<file path="config.mk">
export PLATFORM = sky130hd
export DESIGN_NAME = imscu_top
export DESIGN_NICKNAME = d
export VERILOG_FILES = /design/src/hdl/imscu_mask_word.v /design/src/hdl/imscu_top.v
export VERILOG_INCLUDE_DIRS = /design/src /design/src/hdl
export SDC_FILE = /design/constraint.sdc
export NUM_CORES = 1
export LEC_CHECK = 0
export ABC_AREA = 1
export BUFFER_PORTS_ARGS = -buffer_cell sky130_fd_sc_hd__buf_2
export CORE_MARGIN = 2
export CORE_UTILIZATION = 55
export CTS_CLUSTER_DIAMETER = 150
export DETAILED_ROUTE_END_ITERATION = 7
export GPL_ROUTABILITY_DRIVEN = 0
export PLACE_DENSITY_LB_ADDON = 0.08
export SYNTH_ARGS = -nofsm -noshare
export SYNTH_HDL_FRONTEND = slang
export SYNTH_SLANG_ARGS = --single-unit
export TNS_END_PERCENT = 100
</file>
<file path="constraint.sdc">
create_clock -name i_mclk -period 5.3 [get_ports i_mclk]
set_input_delay 1.06 -clock i_mclk [delete_from_list [all_inputs] [get_ports i_mclk]]
set_output_delay 1.06 -clock i_mclk [all_outputs]
set_load 0.005 [all_outputs]
</file>
<file path="src/hdl/imscu_defines.vh">
// Register offsets, field layouts, reset values for the mask unit
`ifndef IMSCU_DEFINES_VH
`define IMSCU_DEFINES_VH

`define IMSCU_ADDR_W 4
`define IMSCU_OFF_MASK_LOW 4'h0
`define IMSCU_OFF_MASK_HIGH 4'h1
`define IMSCU_OFF_CLR_LOW 4'h2
`define IMSCU_OFF_CLR_HIGH 4'h3
`define IMSCU_OFF_SET_LOW 4'h4
`define IMSCU_OFF_SET_HIGH 4'h5
`define IMSCU_OFF_SAVE0 4'h6
`define IMSCU_OFF_SAVE1 4'h7
`define IMSCU_OFF_SAVE2 4'h8
`define IMSCU_OFF_SAVE3 4'h9
`define IMSCU_OFF_TIMER_PL 4'hA

// Implemented mask bits per word
`define IMSCU_LOW_VALID 32'hFFCC_0782
`define IMSCU_HIGH_VALID 32'h0001_803F
`define IMSCU_LOW_RESET 32'hFFFC_0782
`define IMSCU_HIGH_RESET 32'h0001_803F
// Reserved low bits 21:20 read one but are not writable
`define IMSCU_LOW_FIXED1 32'h0030_0000

`define IMSCU_PL_W 2
`define IMSCU_PL_RESET 2'h0

// Low-word source positions
`define IMSCU_B_MEM_FAULT 1
`define IMSCU_B_IO_NET_REFILL 7
`define IMSCU_B_USER_NET_REFILL 8
`define IMSCU_B_IO_NET_DONE 9
`define IMSCU_B_USER_NET_DONE 10
`define IMSCU_B_DMA_XLATE_MISS 18
`define IMSCU_B_DMA_XLATE_VIOL 19
`define IMSCU_B_STATIC_NET_GUARD 22
`define IMSCU_B_IO_NET_GUARD 23
`define IMSCU_B_USER_NET_GUARD 24
`define IMSCU_B_CORE_TIMER 25
`define IMSCU_B_IO_NET_TIMEOUT 26
`define IMSCU_B_USER_NET_TIMEOUT 27
`define IMSCU_B_DMA_NOTICE 28
`define IMSCU_B_IO_NET_CAVAIL 29
`define IMSCU_B_USER_NET_CAVAIL 30
`define IMSCU_B_IO_NET_DATA_AVAIL 31
// High-word source positions
`define IMSCU_B_USER_NET_DATA_AVAIL 0
`define IMSCU_B_PERF_OVERFLOW 1
`define IMSCU_B_SOFT_INT_LEVEL3 2
`define IMSCU_B_SOFT_INT_LEVEL0 5
`define IMSCU_B_STATIC_NET_PORT_VIOL 15
`define IMSCU_B_AUX_PERF_OVERFLOW 16

`endif

</file>
<file path="src/hdl/imscu_mask_word.v">
// One 32-bit mask word with set and clear strobes
`timescale 1ns/1ps
module imscu_mask_word #(
	parameter [31:0] VALID = 32'hFFFF_FFFF,
	parameter [31:0] RESET_VAL = 32'hFFFF_FFFF
) (
	input wire i_mclk,
	input wire i_reset,
	input wire i_set_stb,
	input wire i_clr_stb,
	input wire [31:0] i_wdata,
	output reg [31:0] o_mask
);
	wire [31:0] set_bits;
	wire [31:0] clr_bits;
	reg [31:0] mask_next;

	// Reserved positions ignore writes
	assign set_bits = i_set_stb ? (i_wdata & VALID) : 32'h0000_0000;
	assign clr_bits = i_clr_stb ? (i_wdata & VALID) : 32'h0000_0000;

	always @* begin
		// Set wins over clear on the same bit
		mask_next = (o_mask & ~clr_bits) | set_bits; // see see
	end

	always @(posedge i_mclk) begin
		if (i_reset) begin
			o_mask <= RESET_VAL;
		end else begin
			o_mask <= mask_next;
		end
	end
endmodule // imscu_mask_word

</file>
<file path="src/hdl/imscu_top.v">
// Interrupt mask set/clear unit with save and timer privilege registers
// Summary of operation
// High clear word clears mask bits for interrupts 32-37 where one written.
// Set words set mask bits written one; low set covers 0-31.
// High set word acts on interrupts 32-37 via low bit positions.
// Clear-low bit 19 enables DMA xlate violation, bit 18 xlate miss.
// Low bits 31,30,29: io data avail, user cavail, io cavail.
// Low bits 28,27,26: DMA notice, user timeout, io timeout.
// Low bit 25 core timer, bit 24 user network guard.
// Low bit 23 io guard, 22 static guard; 21:20 reserved.
// Low bits 10,9 done; 8,7 refill; 17:11 reserved.
// Low bit 1 memory fault; 6:2 and 0 reserved.
// High bit 16 aux perf overflow, 15 static port violation.
// High bits 5,4,3,2 soft interrupts for levels 0,1,2,3.
// High bit 1 performance counter overflow.
// High bit 0 user network data available.
// Four scratch save registers for interrupt critical sections.
// Two-bit privilege field resets to zero, gates timer admin access.
// Same field selects level handling timer interrupts.
// Mask one blocks the interrupt, zero lets it through.
// Every defined mask bit resets to one.
// Simultaneous set and clear of a bit: set wins.
// Reserved bit writes do not change mask state.
//
// The address map and the strobed register port were left to the implementer.
`timescale 1ns/1ps
`include "imscu_defines.vh"
module imscu_top #(
	parameter SRC_LOW_W = 32,
	parameter SRC_HIGH_W = 17
) (
	input wire i_mclk,
	input wire i_reset,
	input wire [`IMSCU_ADDR_W-1:0] i_addr,
	input wire [31:0] i_wdata,
	input wire i_wr_stb,
	input wire i_rd_stb,
	input wire [1:0] i_cur_priv,
	input wire [SRC_LOW_W-1:0] i_src_low,
	input wire [SRC_HIGH_W-1:0] i_src_high,
	output reg [31:0] o_rdata,
	output reg [SRC_LOW_W-1:0] o_pend_low,
	output reg [SRC_HIGH_W-1:0] o_pend_high,
	output reg [`IMSCU_PL_W-1:0] o_timer_int_level,
	output reg o_timer_admin_ok
);
	wire [31:0] mask_low;
	wire [31:0] mask_high;
	wire set_low_stb;
	wire set_high_stb;
	wire clr_low_stb;
	wire clr_high_stb;
	reg [31:0] save_reg [0:3];
	reg [`IMSCU_PL_W-1:0] timer_pl_reg;
	reg [31:0] rdata_next;
	integer k;

	localparam [31:0] LOW_VALID = `IMSCU_LOW_VALID;
	localparam [31:0] HIGH_VALID = `IMSCU_HIGH_VALID;

	// Strobe is an argument so the assigns follow it
	function wr_hit;
		input stb;
		input [`IMSCU_ADDR_W-1:0] addr;
		input [`IMSCU_ADDR_W-1:0] off;
		begin
			wr_hit = stb && (addr == off);
		end
	endfunction

	assign set_low_stb = wr_hit(i_wr_stb, i_addr, `IMSCU_OFF_SET_LOW);
	assign set_high_stb = wr_hit(i_wr_stb, i_addr, `IMSCU_OFF_SET_HIGH);
	assign clr_low_stb = wr_hit(i_wr_stb, i_addr, `IMSCU_OFF_CLR_LOW);
	assign clr_high_stb = wr_hit(i_wr_stb, i_addr, `IMSCU_OFF_CLR_HIGH);

	// Valid masks place every source at its position
	// see see see see see
	imscu_mask_word #(
		.VALID(`IMSCU_LOW_VALID),
		.RESET_VAL(`IMSCU_LOW_RESET)
	) u_low (
		.i_mclk(i_mclk),
		.i_reset(i_reset),
		.i_set_stb(set_low_stb),
		.i_clr_stb(clr_low_stb),
		.i_wdata(i_wdata),
		.o_mask(mask_low)
	);

	// see see see
	imscu_mask_word #(
		.VALID(`IMSCU_HIGH_VALID),
		.RESET_VAL(`IMSCU_HIGH_RESET)
	) u_high (
		.i_mclk(i_mclk),
		.i_reset(i_reset),
		.i_set_stb(set_high_stb),
		.i_clr_stb(clr_high_stb),
		.i_wdata(i_wdata),
		.o_mask(mask_high)
	);

	// Save and privilege registers
	always @(posedge i_mclk) begin
		if (i_reset) begin
			for (k = 0; k < 4; k = k + 1) begin
				save_reg[k] <= 32'h0000_0000;
			end
			timer_pl_reg <= `IMSCU_PL_RESET;
		end else if (i_wr_stb) begin
			if (i_addr == `IMSCU_OFF_SAVE0) begin
				save_reg[0] <= i_wdata;
			end else if (i_addr == `IMSCU_OFF_SAVE1) begin
				save_reg[1] <= i_wdata;
			end else if (i_addr == `IMSCU_OFF_SAVE2) begin
				save_reg[2] <= i_wdata;
			end else if (i_addr == `IMSCU_OFF_SAVE3) begin
				save_reg[3] <= i_wdata;
			end else if (i_addr == `IMSCU_OFF_TIMER_PL) begin
				timer_pl_reg <= i_wdata[`IMSCU_PL_W-1:0];
			end
		end
	end

	// Read mux; write-only and unmapped read zero
	always @* begin
		rdata_next = 32'h0000_0000;
		if (i_addr == `IMSCU_OFF_MASK_LOW) begin
			rdata_next = mask_low | `IMSCU_LOW_FIXED1;
		end else if (i_addr == `IMSCU_OFF_MASK_HIGH) begin
			rdata_next = mask_high;
		end else if (i_addr == `IMSCU_OFF_SAVE0) begin
			rdata_next = save_reg[0];
		end else if (i_addr == `IMSCU_OFF_SAVE1) begin
			rdata_next = save_reg[1];
		end else if (i_addr == `IMSCU_OFF_SAVE2) begin
			rdata_next = save_reg[2];
		end else if (i_addr == `IMSCU_OFF_SAVE3) begin
			rdata_next = save_reg[3];
		end else if (i_addr == `IMSCU_OFF_TIMER_PL) begin
			rdata_next = {{(32-`IMSCU_PL_W){1'b0}}, timer_pl_reg};
		end
	end

	always @(posedge i_mclk) begin
		if (i_reset) begin
			o_rdata <= 32'h0000_0000;
			o_pend_low <= {SRC_LOW_W{1'b0}};
			o_pend_high <= {SRC_HIGH_W{1'b0}};
			o_timer_int_level <= `IMSCU_PL_RESET;
			o_timer_admin_ok <= 1'b0;
		end else begin
			o_rdata <= i_rd_stb ? rdata_next : 32'h0000_0000;
			// Unmasked sources pass through
			o_pend_low <= i_src_low & ~mask_low[SRC_LOW_W-1:0]
				& LOW_VALID[SRC_LOW_W-1:0];
			// Reserved high positions never pend
			o_pend_high <= i_src_high & ~mask_high[SRC_HIGH_W-1:0]
				& HIGH_VALID[SRC_HIGH_W-1:0]; // see
			o_timer_int_level <= timer_pl_reg;
			o_timer_admin_ok <= (i_cur_priv >= timer_pl_reg);
		end
	end
endmodule // imscu_top

</file>
# Yosys cells after proc, flatten, opt, wreduce, memory -nomap -nowiden
# Memory sizes are Yosys's and may differ from the RTL's.
# Index checks and enable logic that the tools add are counted.
# W data, S select, Z words.
[op_classes]
eq_ne = 10
order_cmp = 1
reduce_logical = 7
muxes = 39
bitwise_logic = 19
[op_table]
columns = ["operator", "count"]
rows = [
  ["$mux W32", 12],
  ["$and A32 B32 Y32", 3],
  ["$not A32 Y32", 3],
  ["$or A32 B32 Y32", 2],
  ["$mux W17", 2],
  ["$mux W1", 24],
  ["$and A17 B17 Y17", 1],
  ["$not A17 Y17", 1],
  ["$eq A4 B3 Y1 const B", 4],
  ["$eq A4 B4 Y1 const B", 3],
  ["$eq A4 B2 Y1 const B", 2],
  ["$reduce_and A6 Y1", 1],
  ["$not A1 Y1", 5],
  ["$eq A4 B1 Y1 const B", 1],
  ["$logic_and A1 B1 Y1", 4],
  ["$logic_not A4 Y1", 1],
  ["$or A1 B1 Y1", 4],
  ["$ge A2 B2 Y1", 1],
  ["$mux W2", 1],
  ["$reduce_or A2 Y1", 1],
]
[totals]
input_bits = 91
reg_bits = 150
n_memories = 1
ram_bits = 128
word_cells = 87
output_inout_bits = 84
[mem_list]
columns = ["memory", "words", "width", "read_ports", "rd_clocked_by_memory_dff", "wr", "line", "text"]
rows = [
  ["save_reg", 4, 32, 4, 0, 4, "imscu_top.v:53", "reg [31:0] save_reg [0:3];"],
]

# Logic depth before layout (Yosys ltp)
[depth]
depth_word = 9
depth_mapped = 9
depth_no_buf = 8

# Modules after synthesis
# Synthesis repeated with hierarchy kept, for this count alone.
[unflattened]
cells_unflattened = 1037
area_unflattened_um2 = 9312.7
[by_module_without_submodules]
columns = ["mod", "instances", "area_each_um2", "cells_per_inst", "seq_area_each_um2"]
rows = [
  ["imscu_top", 1, 7972.6, 861, 5084.9],
  ["imscu_mask_word (u_low)", 1, 850.8, 108, 340.3],
  ["imscu_mask_word (u_high)", 1, 489.2, 68, 160.2],
]

# Least setup slack after synthesis
# OpenSTA, ideal clock, no wires.
[synth_timing]
path_type = "input-to-reg"
start = "input port i_addr[3]"
end = "memory save_reg[1][0], enable pin"
setup_ns = 0.466
path_buffers = 0
setup_slack_ns = 1.079
stages = 5
required_time_ns = 4.834
t_arrival_ns = 3.755
path_cell_list = "inv_1 > nand2_1 > nor2_2 > inv_1 > o21ai_0"
[synth_lines]
columns = ["item", "line", "text"]
rows = [
  ["start, declared", "imscu_top.v:34", "input wire [`IMSCU_ADDR_W-1:0] i_addr,"],
  ["end, declared", "imscu_top.v:53", ""],
]

# Worst setup path in the final report
[layout_timing]
start = "input port i_reset"
end = "register o_rdata[13]"
[layout_between]
elab_chain_len = 1
[layout_lines]
columns = ["item", "line", "text"]
rows = [
  ["start, declared", "imscu_top.v:33", "input wire i_reset,"],
  ["$reduce_or A2 Y1 (no source line)", "n/a", ""],
  ["end signal, assigned", "imscu_top.v:153", "o_rdata <= i_rd_stb ? rdata_next : 32'h0000_0000;"],
  ["end, declared", "imscu_top.v:41", "output reg [31:0] o_rdata,"],
]
# Every way passes these cells.
# A chain may end at the register's enable or synchronous reset.

==> out/results.txt <==
Core Box Area: 15200 um2
Clock sinks: 215
Yosys warns: 0
Power Density: 354 nW/um2
EDFF count, synth: 128
Synth Instances: 897
Status: finished clean
Post-synthesis register bit count: 215
Cell taking the most area after synthesis: edfxtp_1
Layout Skew: 0.00875 ns
Leakage: 4.37 nW
Min-Delay Path Class: flip-flop to flip-flop
CP peak stage delay: 0.62 ns
Row count: 45
GRT Residual Overflow: 0
First DRT Iteration DRCs: 538
RSZ-0062 raised after global routing: no
Vias in the first global route: 5875
Final slew viol count: 0
Mapped Area: 8540 um2
Port bufs: 126
Critical Path Source Type: input pin
Slowest CP cell: inv_2
Max Cap Viol: 0
Post-layout util: 65.6%
Minimum clock period: 3.09 ns
Max FO, Critical Path: 38
Final setup vio count: 0
Die area: 16500 um2
Headroom to the max-slew limit: 35.3%
R2R Setup Slk: 4.19 ns
Die W: 129 um
Setup crit end kind: flip-flop
Stages on worst setup path: 8
DRC viols: 0
Routed WL per cell: 16.2 um
Post-synth top area share: 45.0%
Routed WL: 19900 um
Max FFs per register: 128
Unique cell type count in the Yosys netlist: 26
CTS tree: yes
All-layer global routing usage: 24.2%
Initial Utilization: 56.2%
Vias per cell: 5.20
H-tree lvl count: 1
Worst Path Required: 5.70 ns
Ys flop type: edfxtp_1
Top cells by area, synth: edfxtp_1, dfxtp_1, nor2_1, nand2_1, nand3_1
Setup crit start: i_reset
First-pass GRT wire length: 30900 um
Final Hold Viols: 0
Vias: 6372
Worst Setup EP: o_rdata[13]
RR Endpoint: o_timer_admin_ok
Crit path max-delay family: buffers and inverters
Area Overhead vs Synth: 16.9%
Worst r2r path cells: 5
Crit path cell chain: buf_2 > inv_2 > nand2_1 > inv_1 > nand2_1 > inv_2 > o21ai_0 > a31oi_1
Largest net degree at the start of global routing: 39
N_diodes: 0
Kind of critical path: input pin to flip-flop
Layout net count: 1115
Longest Clk Path Bufs: 3
Slew at the pin closest to its max-slew limit: 0.968 ns
Syn_area_per_cell: 9.52 um2
Hpwl dp: 11800 um
DIE HEIGHT: 129 um
CTS resizes: 0
Antenna violations before repair: 0
DRT antenna net count: 0
RR Startpoint: timer_pl_reg[1]
TritonCTS buffer count: 22
Post-CTS Setup Inserts: 0
Hold Buf Count CTS: 0
Max VDD drop: 0.218 mV
Worst path arrival time: 3.49 ns
Layout cell share with drive strength beyond 1: 18.8%
Ys async rst share: 0%
Clock-pin slew on the worst setup and hold paths: 0.06 ns
Clk Latency, worst-skew pair: 0.49 ns
Crit path buf inv count: 4
First-pass DRT Iterations: 5
FMAX: 0.324 GHz
Ports: 175
Setup TNS: 0 ns
Root buffer cell: clkbuf_16
Register area share after synthesis: 65.4%
Final worst path period share: 58.2%
## placed cells by master (no fill, tap or decap), drive strengths merged
cell / instances
nor2: 210
nand2: 197
buf: 140
edfxtp: 128
dfxtp: 87
nand3: 65
inv: 59
o21ai: 46
clkbuf: 29
a21oi: 26
conb: 24
clkinv: 10
a31oi: 5
or2: 4
nand4: 3
ha: 2
o211ai: 1
a21boi: 1
bufinv: 1
## worst min path at each step
stage                      startpoint         endpoint  slack, ns  depth (start not counted)
global placement     u_high.o_mask[5]   o_pend_high[5]       0.42                          1
global route          u_low.o_mask[9]    o_pend_low[9]       0.45                          1
floorplan           u_high.o_mask[16]  o_pend_high[16]       0.40                          1
detailed placement   u_high.o_mask[5]   o_pend_high[5]       0.42                          1
finish               u_low.o_mask[23]   o_pend_low[23]       0.43                          1
CTS                  u_high.o_mask[5]   o_pend_high[5]       0.43                          1
## area by class of cell
class	count	area (um2)
Sequential cell	215	5590
Fill cell	1265	5220
Multi-Input combinational cell	584	2490
Timing Repair Buffer	140	736
Clock buffer	29	628
Tap cell	188	235
Inverter	59	221
Clock inverter	11	80.1
## worst register-to-register path, cell delays in order, from the launching register on
cell and delay (ns):
dfxtp_1 0.34, inv_1 0.08, ha_1 0.26, a21boi_0 0.12, o21ai_0 0.15, inv_1 0.05
## cell families after synthesis
logic type      count (synthesis)  share of synthesized area [%]
compound gates                 79                           4.76
fa+ha+maj                       2                          0.293
buf+inv                       121                           6.83
flops                         215                           65.4
other cells                     1                         0.0439
simple gates                  479                           22.7
## routing by layer
metal  vias up  wire [um]  GRT usage [%]
met5         -          0              0
li1       3109          -              -
met1      2975       8840           33.6
met4         0        335           7.03
met2       257       9230           40.0
met3        31       1500           3.78
## power by group
group / internal (W) / leakage, nW / switching, W
clock network: 0.000882 / 0.355 / 0.000610
logic: 0.0000538 / 2.08 / 0.000132
registers: 0.00184 / 1.93 / 0.0000192
total: 0.00278 / 4.37 / 0.000762
## stage by stage
stage	power [W]	cells	setup WS (ns)	hold WS, ns	instance area, um2
after floorplan	0.00201	920	1.08	0.399	8620
after global placement	0.00208	1186	1.81	0.418	9270
after detailed placement	0.00208	1186	1.77	0.419	9270
after CTS	0.00356	1226	2.27	0.429	9980
after global routing	0.00366	1226	2.08	0.455	9980
final	0.00354	1226	2.21	0.427	9980
## Yosys cell counts (all sizes together) (2+ instances only)
| library cell | instances |
|---|---|
| a21oi | 26 |
| a31oi | 5 |
| buf | 56 |
| clkbuf | 6 |
| dfxtp | 87 |
| edfxtp | 128 |
| ha | 2 |
| inv | 59 |
| nand2 | 197 |
| nand3 | 65 |
| nand4 | 3 |
| nor2 | 210 |
| o21ai | 46 |
| or2 | 4 |
Power figures use the tool's default switching activity.
